--- config.mk ---
export PLATFORM = sky130hd
export DESIGN_NAME = gpm_ports
export DESIGN_NICKNAME = d
export VERILOG_FILES = /design/src/gpm_pkg.sv /design/src/gpm_ports.sv
export SDC_FILE = /design/constraint.sdc
export NUM_CORES = 1
export LEC_CHECK = 0
export CELL_PAD_IN_SITES_DETAIL_PLACEMENT = 0
export CELL_PAD_IN_SITES_GLOBAL_PLACEMENT = 1
export CORE_MARGIN = 4
export CORE_UTILIZATION = 50
export CTS_CLUSTER_DIAMETER = 150
export CTS_CLUSTER_SIZE = 20
export DETAILED_ROUTE_END_ITERATION = 16
export DONT_BUFFER_PORTS = 1
export PLACE_DENSITY_LB_ADDON = 0.08
export SYNTH_ARGS = -nofsm -noshare
export SYNTH_HDL_FRONTEND = slang
export SYNTH_SLANG_ARGS = --single-unit
--- constraint.sdc ---
create_clock -name clock -period 1.85 [get_ports clock]
set_input_delay 0.37 -clock clock [delete_from_list [all_inputs] [get_ports clock]]
set_output_delay 0.37 -clock clock [all_outputs]
set_load 0.005 [all_outputs]
--- src/gpm_pkg.sv ---
// Package for the three-port pin multiplexer: register indices, reset values,
// pin role masks and the packed state of the block.
// Assumes a 32-bit Avalon-MM slave whose word address equals the register index.
package gpm_pkg;

    // ------------------------------------------------------------------
    // Register indices (byte address is four times the index)
    // ------------------------------------------------------------------
    localparam logic [7:0] IDX_D_DATA   = 8'h34;
    localparam logic [7:0] IDX_D_DIR    = 8'h36;
    localparam logic [7:0] IDX_D_FUNC   = 8'h37;
    localparam logic [7:0] IDX_F_DATA   = 8'h3C;
    localparam logic [7:0] IDX_F_DIR    = 8'h3E;
    localparam logic [7:0] IDX_F_FUNC   = 8'h3F;
    localparam logic [7:0] IDX_G_INPUT  = 8'h40;
    localparam logic [7:0] IDX_IRQ_STAT = 8'h44;
    localparam logic [7:0] IDX_IRQ_MASK = 8'h45;

    // ------------------------------------------------------------------
    // Reset values and field layout
    // ------------------------------------------------------------------
    localparam logic [7:0] RST_PORT     = 8'h00;
    localparam logic [2:0] RST_IRQ      = 3'h0;
    localparam int         IRQ_BIT_D    = 0;
    localparam int         IRQ_BIT_F    = 1;
    localparam int         IRQ_BIT_G    = 2;

    // ------------------------------------------------------------------
    // Pin role masks
    // ------------------------------------------------------------------
    localparam logic [7:0] D_ALT_OUT    = 8'hCC;  // Timer outputs on pins 2,3,6,7
    localparam logic [7:0] F_ALT_OUT    = 8'h6D;  // Tx, clock out, CAN tx
    localparam logic [7:0] F_OD_OUT     = 8'h09;  // Open-drain transmit pins
    localparam logic [7:0] F_ALT2_OUT   = 8'h40;  // CAN tx in the other alt setting

    // ------------------------------------------------------------------
    // Whole block state
    // ------------------------------------------------------------------
    typedef struct packed {
        logic        wait_n;
        logic [31:0] rdata;
        logic [7:0]  d_data;
        logic [7:0]  d_dir;
        logic [7:0]  d_fn;
        logic [7:0]  f_data;
        logic [7:0]  f_dir;
        logic [7:0]  f_fn;
        logic [2:0]  irq_stat;
        logic [2:0]  irq_mask;
        logic        irq;
        logic [7:0]  d_s1;
        logic [7:0]  d_s2;
        logic [7:0]  d_s3;
        logic [7:0]  d_filt;
        logic [7:0]  f_s1;
        logic [7:0]  f_s2;
        logic [7:0]  f_s3;
        logic [7:0]  f_filt;
        logic [7:0]  g_s1;
        logic [7:0]  g_s2;
        logic [7:0]  g_s3;
        logic [7:0]  g_filt;
        logic [7:0]  d_o;
        logic [7:0]  d_oe_n;
        logic [7:0]  f_o;
        logic [7:0]  f_oe_n;
        logic [3:0]  tmr_cap;
        logic [2:0]  ext_irq;
        logic [7:0]  wake;
        logic [1:0]  ser_rx;
        logic [1:0]  cts;
        logic [1:0]  sclk_in;
        logic        can_rx;
        logic        g_gate;
    } gpm_state_s;

endpackage

--- src/gpm_ports.sv ---
// Three general-purpose ports with pin multiplexing and an Avalon-MM register slave.
// Assumes peripherals and the power controller run on the same clock; pins are
// asynchronous and pass a three-stage synchroniser.
`timescale 1ns/1ps

// Functional notes
// - First port: eight pins, each input or output by direction plus function bits.
// - First port pins also carry timer in/out, external and wake-up interrupt inputs.
// - Timer, interrupt and wake-up inputs are all cut off in address-bus setting.
// - Timer inputs are gated off in deep idle and stop modes.
// - External and wake-up interrupt inputs stay open in deep idle and stop.
// - Reset puts the first port in plain input, all control bits cleared.
// - Pins 0, 1 and 4 each feed an external and a wake-up interrupt.
// - Both interrupt sources on a shared pin raise requests independently.
// - Second port: eight pins with per-pin direction and function control.
// - Second port carries two serial channels' tx, rx, cts, clock and CAN tx, rx.
// - Serial and CAN inputs always routed, gated off in deep idle and stop.
// - Reset puts the second port in plain input.
// - Third port is input only; read-only data, no control bits.
// - Third port digital input gates close in deep idle and stop.
module gpm_ports (
    // Clock and reset
    input  wire logic        clock,
    input  wire logic        rstn,
    // Avalon-MM slave, word addressed
    input  wire logic [7:0]  avs_address,
    input  wire logic        avs_read,
    input  wire logic        avs_write,
    input  wire logic [31:0] avs_writedata,
    output logic      [31:0] avs_readdata,
    output logic             avs_waitrequest,
    // Interrupt
    output logic             irq,
    // Power mode
    input  wire logic        deep_idle_mode,
    input  wire logic        stop_mode,
    // First port pins
    input  wire logic [7:0]  d_pin_i,
    output logic      [7:0]  d_pin_o,
    output logic      [7:0]  d_pin_oe_n,
    // Second port pins
    input  wire logic [7:0]  f_pin_i,
    output logic      [7:0]  f_pin_o,
    output logic      [7:0]  f_pin_oe_n,
    // Third port pins
    input  wire logic [7:0]  g_pin_i,
    output logic             g_input_gate_open,
    // Timer side
    input  wire logic [3:0]  timer_output,
    output logic      [3:0]  timer_capture_input,
    // Interrupt controller side
    output logic      [2:0]  external_irq_input,
    output logic      [7:0]  wakeup_irq_input,
    // Bus controller side
    input  wire logic [7:0]  upper_address,
    // Serial side
    input  wire logic [1:0]  serial_transmit,
    input  wire logic [1:0]  serial_clock_out,
    output logic      [1:0]  serial_receive,
    output logic      [1:0]  clear_to_send,
    output logic      [1:0]  serial_clock_in,
    // CAN side
    input  wire logic        can_transmit,
    output logic             can_receive
);

    gpm_pkg::gpm_state_s st_q;
    gpm_pkg::gpm_state_s st_d;

    logic       low_power;
    logic       wr_acc;
    logic       rd_acc;
    logic [7:0] d_addr_sel;
    logic [7:0] d_alt;
    logic [7:0] f_alt;
    logic [2:0] ev;

    // ------------------------------------------------------------------
    // Helper terms
    // ------------------------------------------------------------------
    // Deep idle and stop share one gate
    assign low_power  = deep_idle_mode | stop_mode;
    // Request accepted only in the cycle waitrequest is low
    assign wr_acc     = avs_write & ~st_q.wait_n;
    assign rd_acc     = avs_read & ~st_q.wait_n;
    // Pins in address-bus setting
    assign d_addr_sel = ~st_q.d_dir & st_q.d_fn;
    assign d_alt = {timer_output[3], timer_output[2], 2'b00,
                    timer_output[1], timer_output[0], 2'b00};
    assign f_alt = {1'b0, can_transmit, serial_clock_out[1], 1'b0,
                    serial_transmit[1], serial_clock_out[0], 1'b0,
                    serial_transmit[0]};

    // ------------------------------------------------------------------
    // Next state
    // ------------------------------------------------------------------
    // All decisions in one process; outputs are copies of state fields
    always_comb begin
        st_d = st_q;

        // Bus handshake: one wait cycle, then one ready cycle
        st_d.wait_n = ~((avs_read | avs_write) & st_q.wait_n);
        if ((avs_read | avs_write) & st_q.wait_n) begin
            st_d.rdata = 32'h0000_0000;
            if (avs_read) begin
                if (avs_address == gpm_pkg::IDX_D_DATA) begin
                    // Inputs read the pin, outputs read the latch
                    st_d.rdata[7:0] = (st_q.d_dir & st_q.d_data) | (~st_q.d_dir & st_q.d_filt);
                end else if (avs_address == gpm_pkg::IDX_F_DATA) begin
                    st_d.rdata[7:0] = (st_q.f_dir & st_q.f_data) | (~st_q.f_dir & st_q.f_filt);
                end else if (avs_address == gpm_pkg::IDX_G_INPUT) begin
                    st_d.rdata[7:0] = low_power ? 8'h00 : st_q.g_filt;
                end else if (avs_address == gpm_pkg::IDX_IRQ_STAT) begin
                    st_d.rdata[2:0] = st_q.irq_stat;
                end else if (avs_address == gpm_pkg::IDX_IRQ_MASK) begin
                    st_d.rdata[2:0] = st_q.irq_mask;
                end else begin
                    // Write-only control and unmapped words read zero
                    st_d.rdata = 32'h0000_0000;
                end
            end
        end

        // Register writes
        if (wr_acc) begin
            if (avs_address == gpm_pkg::IDX_D_DATA) begin
                st_d.d_data = avs_writedata[7:0];
            end else if (avs_address == gpm_pkg::IDX_D_DIR) begin
                st_d.d_dir = avs_writedata[7:0];
            end else if (avs_address == gpm_pkg::IDX_D_FUNC) begin
                st_d.d_fn = avs_writedata[7:0];
            end else if (avs_address == gpm_pkg::IDX_F_DATA) begin
                st_d.f_data = avs_writedata[7:0];
            end else if (avs_address == gpm_pkg::IDX_F_DIR) begin
                st_d.f_dir = avs_writedata[7:0];
            end else if (avs_address == gpm_pkg::IDX_F_FUNC) begin
                st_d.f_fn = avs_writedata[7:0];
            end else if (avs_address == gpm_pkg::IDX_IRQ_MASK) begin
                st_d.irq_mask = avs_writedata[2:0];
            end
        end

        // Synchronisers; a change counts once stages two and three agree
        st_d.d_s1   = d_pin_i;
        st_d.d_s2   = st_q.d_s1;
        st_d.d_s3   = st_q.d_s2;
        st_d.d_filt = (st_q.d_s2 & st_q.d_s3) | (st_q.d_filt & (st_q.d_s2 | st_q.d_s3));
        st_d.f_s1   = f_pin_i;
        st_d.f_s2   = st_q.f_s1;
        st_d.f_s3   = st_q.f_s2;
        st_d.f_filt = (st_q.f_s2 & st_q.f_s3) | (st_q.f_filt & (st_q.f_s2 | st_q.f_s3));
        st_d.g_s1   = g_pin_i;
        st_d.g_s2   = st_q.g_s1;
        st_d.g_s3   = st_q.g_s2;
        st_d.g_filt = (st_q.g_s2 & st_q.g_s3) | (st_q.g_filt & (st_q.g_s2 | st_q.g_s3));

        // Sticky events: input changes per port; read clears, set wins
        ev[gpm_pkg::IRQ_BIT_D] = |(st_d.d_filt ^ st_q.d_filt);
        ev[gpm_pkg::IRQ_BIT_F] = |(st_d.f_filt ^ st_q.f_filt);
        ev[gpm_pkg::IRQ_BIT_G] = |(st_d.g_filt ^ st_q.g_filt);
        // Clear only what the read reported; a later set survives
        if (rd_acc && avs_address == gpm_pkg::IDX_IRQ_STAT) begin
            st_d.irq_stat = (st_q.irq_stat & ~st_q.rdata[2:0]) | ev;
        end else begin
            st_d.irq_stat = st_q.irq_stat | ev;
        end
        st_d.irq = |(st_d.irq_stat & st_d.irq_mask);

        // First port pin roles by direction and function pair
        for (int i = 0; i < 8; i++) begin
            case ({st_q.d_dir[i], st_q.d_fn[i]})
                2'b10: begin
                    st_d.d_o[i]    = st_q.d_data[i];
                    st_d.d_oe_n[i] = 1'b0;
                end
                2'b01: begin
                    st_d.d_o[i]    = upper_address[i];
                    st_d.d_oe_n[i] = 1'b0;
                end
                2'b11: begin
                    st_d.d_o[i]    = d_alt[i];
                    st_d.d_oe_n[i] = ~gpm_pkg::D_ALT_OUT[i];
                end
                default: begin
                    st_d.d_o[i]    = 1'b0;
                    st_d.d_oe_n[i] = 1'b1;
                end
            endcase
        end

        // Second port pin roles
        for (int i = 0; i < 8; i++) begin
            case ({st_q.f_dir[i], st_q.f_fn[i]})
                2'b10: begin
                    st_d.f_o[i]    = st_q.f_data[i];
                    st_d.f_oe_n[i] = 1'b0;
                end
                2'b11: begin
                    st_d.f_o[i]    = f_alt[i];
                    st_d.f_oe_n[i] = ~gpm_pkg::F_ALT_OUT[i];
                end
                2'b01: begin
                    // Open-drain: drive only a low, release for a high
                    if (gpm_pkg::F_OD_OUT[i]) begin
                        st_d.f_o[i]    = 1'b0;
                        st_d.f_oe_n[i] = f_alt[i];
                    end else begin
                        st_d.f_o[i]    = f_alt[i];
                        st_d.f_oe_n[i] = ~gpm_pkg::F_ALT2_OUT[i];
                    end
                end
                default: begin
                    st_d.f_o[i]    = 1'b0;
                    st_d.f_oe_n[i] = 1'b1;
                end
            endcase
        end

        // First port inputs to peripherals; address setting cuts them off
        st_d.tmr_cap[0] = st_q.d_filt[0] & ~d_addr_sel[0] & ~low_power;
        st_d.tmr_cap[1] = st_q.d_filt[1] & ~d_addr_sel[1] & ~low_power;
        st_d.tmr_cap[2] = st_q.d_filt[4] & ~d_addr_sel[4] & ~low_power;
        st_d.tmr_cap[3] = st_q.d_filt[5] & ~d_addr_sel[5] & ~low_power;
        // Both sources of a shared pin fire; software masks the unwanted one
        st_d.ext_irq[0] = st_q.d_filt[0] & ~d_addr_sel[0];
        st_d.ext_irq[1] = st_q.d_filt[1] & ~d_addr_sel[1];
        st_d.ext_irq[2] = st_q.d_filt[4] & ~d_addr_sel[4];
        st_d.wake       = st_q.d_filt & ~d_addr_sel;

        // Second and third port inputs, closed in low power
        st_d.ser_rx[0]  = st_q.f_filt[1] & ~low_power;
        st_d.ser_rx[1]  = st_q.f_filt[4] & ~low_power;
        st_d.cts[0]     = st_q.f_filt[2] & ~low_power;
        st_d.cts[1]     = st_q.f_filt[5] & ~low_power;
        st_d.sclk_in[0] = st_q.f_filt[2] & ~low_power;
        st_d.sclk_in[1] = st_q.f_filt[5] & ~low_power;
        st_d.can_rx     = st_q.f_filt[7] & ~low_power;
        st_d.g_gate     = ~low_power;
    end

    // ------------------------------------------------------------------
    // State register
    // ------------------------------------------------------------------
    // Reset leaves every pin an input with all control bits clear
    always_ff @(posedge clock or negedge rstn) begin
        if (!rstn) begin
            st_q          <= '0;
            st_q.wait_n   <= 1'b1;
            st_q.d_data   <= gpm_pkg::RST_PORT;
            st_q.d_dir    <= gpm_pkg::RST_PORT;
            st_q.d_fn     <= gpm_pkg::RST_PORT;
            st_q.f_data   <= gpm_pkg::RST_PORT;
            st_q.f_dir    <= gpm_pkg::RST_PORT;
            st_q.f_fn     <= gpm_pkg::RST_PORT;
            st_q.irq_stat <= gpm_pkg::RST_IRQ;
            st_q.irq_mask <= gpm_pkg::RST_IRQ;
            st_q.d_oe_n   <= 8'hFF;
            st_q.f_oe_n   <= 8'hFF;
            st_q.g_gate   <= 1'b1;
        end else begin
            st_q <= st_d;
        end
    end

    // ------------------------------------------------------------------
    // Outputs straight from state
    // ------------------------------------------------------------------
    assign avs_readdata        = st_q.rdata;
    assign avs_waitrequest     = st_q.wait_n;
    assign irq                 = st_q.irq;
    assign d_pin_o             = st_q.d_o;
    assign d_pin_oe_n          = st_q.d_oe_n;
    assign f_pin_o             = st_q.f_o;
    assign f_pin_oe_n          = st_q.f_oe_n;
    assign g_input_gate_open   = st_q.g_gate;
    assign timer_capture_input = st_q.tmr_cap;
    assign external_irq_input  = st_q.ext_irq;
    assign wakeup_irq_input    = st_q.wake;
    assign serial_receive      = st_q.ser_rx;
    assign clear_to_send       = st_q.cts;
    assign serial_clock_in     = st_q.sclk_in;
    assign can_receive         = st_q.can_rx;
endmodule

==> results.py, run 1 <==
metrics = {
    "clock_network": {
        "cts_tree": "built",
        "clock-sinks": 210,
        "cts_buffers": 14,
        "cts_max_level": 1,
        "clock_path_buffers": 3,
        "holdBufCountCts": 26,
        "worstSkewPairLatency_ns": 0.47,
        "clk_pin_slew_ns": 0.09,
        "post_cts.repair.setup_buffers": 0,
        "cts-root-buf": "clkbuf_16",
    },
    "cells_and_area": {
        "n_fill_cell": 1319,
        "num-nets-final": 740,
        "antenna_cells": 0,
        "area_growth_pct": 7.062,
        "multi_input_area_sq_um": 2371,
        "drive_above_1_share": 0.1853,
        "final_cell_area_sq_um": 8896,
        "regArea_sq_um": 5278,
    },
    "pwr": {
        "power_density_nw_per_um2": 950.9,
        "p_clk_frac": 0.358,
        "p_leak_nw": 3.971,
        "intPower_w": 0.006573,
        "seqPwrFrac": 0.591,
        "irDropWorstVdd_uv": 761.4,
        "p_switching_w": 0.001886,
        "p_comb_frac": 0.051,
        "switching_share": 0.2230,
    },
    "place": {
        "place_ws_ns": -0.3201,
        "numPortBuffers": 0,
        "gp_congestion": 0.8310,
        "post_dp_cell_area_sq_um": 8213,
        "hpwl_um": 11290,
    },
    "setup_path": {
        "criticalPathCategory": "reg2reg",
        "cp_cell_sequence": "nand4b_1 -> mux2_2 -> a21boi_1 -> a221o_1",
        "cp_slowest_cell": "dfstp_2",
        "worstPathMaxFanout": 6,
        "worstPathRequired_ns": 2.21,
        "path_buf_inv": 0,
        "path_delay_family": "flip-flops",
        "critPathArrivalTime_ns": 2.11,
        "worstSetupEndpointType": "flip-flop",
        "cpPeakStageDelay_ns": 0.60,
        "cp-start-kind": "flip-flop",
    },
    "sta": {
        "max_freq_mhz": 571.5,
        "worstMarginPinSlew_ns": 0.8012,
        "setup_ws_ns": 0.1003,
        "slew_headroom": 0.4623,
        "hold_violations": 210,
        "slew_viol_final": 0,
        "rsz0062_at_grt": "no",
        "setup_violations": 0,
        "skew_ns": 0.02539,
        "period_minus_slack_ns": 1.750,
        "period_share": 0.9458,
        "whs_ns": -0.4029,
    },
    "synth": {
        "post_synth_num_cell_types": 46,
        "yosys_warnings": 0,
        "synth_commonest_cells": "dfrtp_1 (192), buf_4 (86), nor2_1 (60)",
        "ys_ff_latch": 210,
        "syn_area_per_cell_sq_um": 12.84,
        "netlist_instances": 647,
        "synth_top_area_share": 0.5782,
        "synth_flop_cell": "dfrtp_1",
        "yosysSeqAreaShare": 0.6351,
        "synth_area_sq_um": 8309,
        "synth_largest_area_cell": "dfrtp_1",
        "synth_area_leaders": "dfrtp_1 (58%), buf_4 (7.8%), mux2_2 (7.7%)",
        "async_reset_ff_frac": 1.000,
        "synth_edf_count": 0,
        "synth_most_common_cell": "dfrtp_1",
    },
    "detailed_routing": {
        "drt_iter0_drc": 309,
        "vias": 4546,
        "wire_per_inst_um": 18.19,
        "finalWirelength_um": 15810,
        "drc": 0,
        "drt-pass1-iter-count": 4,
        "vias_per_cell": 5.231,
        "postRouteAntennaNets": 0,
    },
    "grt": {
        "grt_max_degree": 211,
        "grt_overflow": 0,
        "met1_usage": 0.2385,
        "grt_pass1_wl_um": 25050,
        "grt.total_usage": 0.1725,
        "grt_pass1_vias": 4618,
        "groute.layer.met2.usage": 0.2807,
        "busiest_layer": "met2",
        "met3_usage": 0.04007,
        "antenna_found_initial": 0,
    },
    "worst_hold_path": {
        "hp-class": "in2async",
    },
    "die": {
        "placeableCoreArea_sq_um": 16060,
        "rows": 46,
        "fp.dieW_um": 136.9,
        "dieHeight_um": 136.9,
        "die_area_sq_um": 18740,
        "ios": 176,
        "start_util": 0.5175,
    },
    "job": {
        "max-cap-violations": 0,
    },
    "status": {
        "failed_checks": "hold timing",
        "status": "complete, but fails checks",
    },
}
-- cell type report --
type                    instances  share of cell area
multi-input cells             345              0.2665
repair buffers                 48             0.05204
inverters                      26             0.01097
clock inverters                 1            0.001266
well taps                     216             0.03038
clock buffers                  23             0.04557
flip-flops and latches        210              0.5932
-- placed cells by master (no fill, tap or decap), types with 12 or more instances in the layout --
cell and n:
a21oi_1 33, nor2_1 59, o22ai_1 13, dfstp_2 18
dlygate4sd3_1 26, inv_1 26, dfrtp_1 192, nand2_1 21
mux2i_1 12, conb_1 24, buf_4 19, mux2_2 57
o21a_1 21, clkbuf_16 15
-- routing by layer --
layer / wire length (um) / share of wire
met1: 7086 / 0.45
met3: 1121 / 0.071
met2: 7358 / 0.47
met4: 240 / 0.015
met5: 0 / 0
-- path summary, 6_finish.rpt --
kind	start	endpoint	slack, ns	depth (start not counted)
max in group asynchronous	rstn	f_pin_oe_n[7]$_DFF_PN1_	1.90	0
min	rstn	st_q[131]$_DFF_PN0_	-0.40	0
max	avs_waitrequest$_DFF_PN1_	irq$_DFF_PN0_	0.10	4
min in group clock	can_transmit	f_pin_o[6]$_DFF_PN0_	0.02	2
min reg2reg	st_d[78]$_DFF_PN0_	st_d[70]$_DFF_PN0_	0.33	0
max reg2reg	avs_waitrequest$_DFF_PN1_	irq$_DFF_PN0_	0.10	4
-- stage by stage --
| stage | util | setup TNS (ns) | instances | hold slack, ns | total power, W |
|---|---|---|---|---|---|
| 6_report | 0.5540 | 0 | 869 | -0.4029 | 0.008459 |
| 3_3_place_gp | 0.5115 | -1.129 | 819 | 0.08014 | 0.005467 |
| 5_1_grt | 0.5540 | 0 | 869 | -0.4319 | 0.008824 |
| 4_1_cts | 0.5536 | 0 | 869 | -0.4321 | 0.008567 |
| 2_1_floorplan | - | -1.346 | 670 | 0.07441 | 0.005458 |
| 3_5_place_dp | 0.5115 | -1.536 | 819 | 0.08100 | 0.005486 |
-- registers in the layout, indices dropped and copies added, names as in the netlist, 8 cells and up --
name              cells
st_q                102
st_d                 48
avs_readdata          8
d_pin_o               8
d_pin_oe_n            8
f_pin_o               8
f_pin_oe_n            8
wakeup_irq_input      8
-- cell families after synthesis --
logic type | synth area share
buffers and inverters | 0.09170
AO/OA/AOI/OAI | 0.08673
multiplexers | 0.09170
other | 0.0004513
flip-flops | 0.6351
AND/OR/NAND/NOR | 0.07861
adder cells (fa/ha/maj) | 0.01566
-- what timing repair did --
action / CTS / global route
hold endpoints to repair: 236 / 210
gates resized for setup: 0 / 1
endpoints found under the setup margin: 0 / 1
-- worst register-to-register path, delay by kind of cell, from the launching register on --
| family | cells | cell delay (ns) |
|---|---|---|
| DFF | 1 | 0.60 |
| muxes | 1 | 0.39 |
| AOI/OAI and AO/OA | 2 | 0.39 |
| and+or+nand+nor | 1 | 0.26 |
-- power groups by stage --
stage	Sequential [W]	Clock, W	Combinational (W)
2_1_floorplan	0.00503	0	0.000431
3_3_place_gp	0.00509	0	0.000380
3_5_place_dp	0.00510	0	0.000389
4_1_cts	0.00501	0.00313	0.000435
5_1_grt	0.00504	0.00329	0.000491
6_report	0.00500	0.00302	0.000433
(Power assumes the default switching activity.)
==> run 2: changes to the inputs <==
Settings changed: CORE_UTILIZATION 50 to 45, SLEW_MARGIN set to 20.
Clock period 1.85 ns to 1.5 ns, I/O delays scaled along.
==> run 2 against run 1 <==
Net effect: the run ends with hold timing, setup timing left; utilization decreased by 2.0 points; highest routed layer unchanged; worst setup slack worse by 0.28 ns; non-clock buffer count rose by 53; clock skew is 0.0084 ns lower; first-iteration DRC count down 43%; die area is 10% higher; hold slack lost 0.078 ns; sequential share of layout area fell by 4.6 points; register-to-register slack worse by 0.28 ns; design area increased by 8.5%; critical path type unchanged; power grew 27%; sequential power increased by 23%.
==> results.py, run 2 (synthesized netlist as in run 1, its figures left out) <==
metrics = {
    "sta": {
        "whs_ns": -0.4807,
        "period_minus_slack_ns": 1.680,
        "setup_violations": 50,
        "setup_ws_ns": -0.1798,
        "skew_ns": 0.01700,
        "slew_viol_final": 0,
        "rsz0062_at_grt": "yes",
        "period_share": 1.120,
        "max_freq_mhz": 595.3,
        "hold_violations": 210,
    },
    "setup_path": {
        "worstPathRequired_ns": 1.86,
        "crit_path_end": "irq$_DFF_PN0_",
        "critPathArrivalTime_ns": 2.04,
        "r2r_start": "avs_waitrequest$_DFF_PN1_",
        "worstSetupEndpointType": "flip-flop",
        "crit_cells": 3,
        "ff2ff_path_depth": 3,
        "path_delay_family": "flip-flops",
        "reg2reg_slack_ns": -0.18,
        "timing.rr.end": "irq$_DFF_PN0_",
        "cp_slowest_cell": "dfstp_2",
        "cpPeakStageDelay_ns": 0.58,
        "criticalPathCategory": "reg2reg",
        "path_buf_inv": 0,
        "setup.worst_path.start": "avs_waitrequest$_DFF_PN1_",
        "cp-start-kind": "flip-flop",
        "cp_cell_sequence": "nand4b_1 -> mux2_2 -> a221o_1",
        "worstPathMaxFanout": 4,
    },
    "cells_and_area": {
        "n_fill_cell": 1556,
        "antenna_cells": 0,
        "regArea_sq_um": 5278,
        "area_growth_pct": 16.16,
        "multi_input_area_sq_um": 2656,
        "num-nets-final": 793,
        "layout_commonest_cell": "dfrtp_1",
        "final_cell_area_sq_um": 9652,
        "largest_register_ffs": 102,
        "regMostFlops": "st_q",
        "drive_above_1_share": 0.2479,
        "final_cell_mix": "dfrtp_1 (192), nor2_1 (59), buf_4 (50)",
    },
    "job": {
        "max-cap-violations": 0,
    },
    "die": {
        "start_util": 0.4594,
        "dieHeight_um": 143.9,
        "rows": 49,
        "placeableCoreArea_sq_um": 18090,
        "ios": 176,
        "die_area_sq_um": 20700,
        "fp.dieW_um": 143.9,
    },
    "place": {
        "place_ws_ns": -0.6010,
        "numPortBuffers": 0,
        "hpwl_um": 12120,
        "gp_congestion": 0.8299,
        "post_dp_cell_area_sq_um": 8566,
    },
    "clock_network": {
        "cts_max_level": 1,
        "cts_tree": "built",
        "clock_path_buffers": 3,
        "clock-sinks": 210,
        "clk_pin_slew_ns": 0.09,
        "cts_buffers": 14,
        "cts-root-buf": "clkbuf_16",
        "holdBufCountCts": 42,
        "worstSkewPairLatency_ns": 0.47,
    },
    "grt": {
        "grt_max_degree": 211,
        "grt_overflow": 0,
        "antenna_found_initial": 0,
        "grt_pass1_vias": 4911,
        "grt_pass1_wl_um": 26830,
        "grt.total_usage": 0.1671,
    },
    "pwr": {
        "finalPower_w": 0.01072,
        "irDropWorstVdd_uv": 834.7,
        "p_leak_nw": 4.330,
        "power_density_nw_per_um2": 1111,
    },
    "status": {
        "failed_checks": "hold timing, setup timing",
        "status": "complete, but fails checks",
    },
    "detailed_routing": {
        "vias_per_cell": 5.076,
        "wire_per_inst_um": 18.56,
        "postRouteAntennaNets": 0,
        "vias": 4746,
        "drt-pass1-iter-count": 4,
        "drt_iter0_drc": 177,
        "finalWirelength_um": 17350,
        "drc": 0,
    },
    "worst_hold_path": {
        "hp-class": "in2async",
    },
}
[run 2: where the power goes]
group / total, W / internal [W] / switching, W
combinational: 0.000805 / 0.000456 / 0.000349
clock: 0.00375 / 0.00188 / 0.00187
sequential: 0.00617 / 0.00595 / 0.000217
total: 0.0107 / 0.00829 / 0.00243
[run 2: worst min path at each step]
stage          startpoint                          end  slack, ns  depth (start not counted)
2_1_floorplan        rstn  avs_readdata[0]$_DFFE_PN0P_      0.004                          0
3_3_place_gp         rstn          st_d[131]$_DFF_PN0_       0.01                          0
3_5_place_dp         rstn          st_q[131]$_DFF_PN0_       0.01                          0
4_1_cts              rstn          st_d[133]$_DFF_PN0_      -0.50                          0
5_1_grt              rstn          st_d[139]$_DFF_PN0_      -0.51                          0
6_report             rstn          st_d[131]$_DFF_PN0_      -0.48                          0
[run 2: repair_timing]
item / 4_1_cts / 5_1_grt
gates resized for setup: 52 / 7
setup endpoints to repair: 51 / 54
pin swaps: 8 / 8
setup buffers: 1 / 2
endpoints found under the hold margin: 294 / 210
[run 2: final cells by class]
type	instances	share of cell area
Inverter	26	0.01011
Clock buffer	23	0.04200
Sequential cell	210	0.5468
Timing Repair Buffer	101	0.09502
Tap cell	229	0.02969
Multi-Input combinational cell	345	0.2752
Clock inverter	1	0.001167
[run 2: metal layers]
metal  wire length (um)  track usage  vias to the layer above
met5                  0            0                        -
met3                947      0.03561                       17
met2               8247       0.2705                      117
met1               7896       0.2326                     2406
met4                260      0.03915                        0
li1                   -            -                     2206
[run 2: per-stage QoR]
stage | util | hold WS, ns | setup TNS [ns] | std cells
after global routing | 0.5337 | -0.5076 | -6.310 | 935
after detailed placement | 0.4736 | 0.01119 | -14.96 | 866
after CTS | 0.5316 | -0.5032 | -4.611 | 933
final | 0.5337 | -0.4807 | -4.196 | 935
after floorplan | - | 0.004409 | -11.16 | 670
after global placement | 0.4736 | 0.01020 | -13.64 | 866
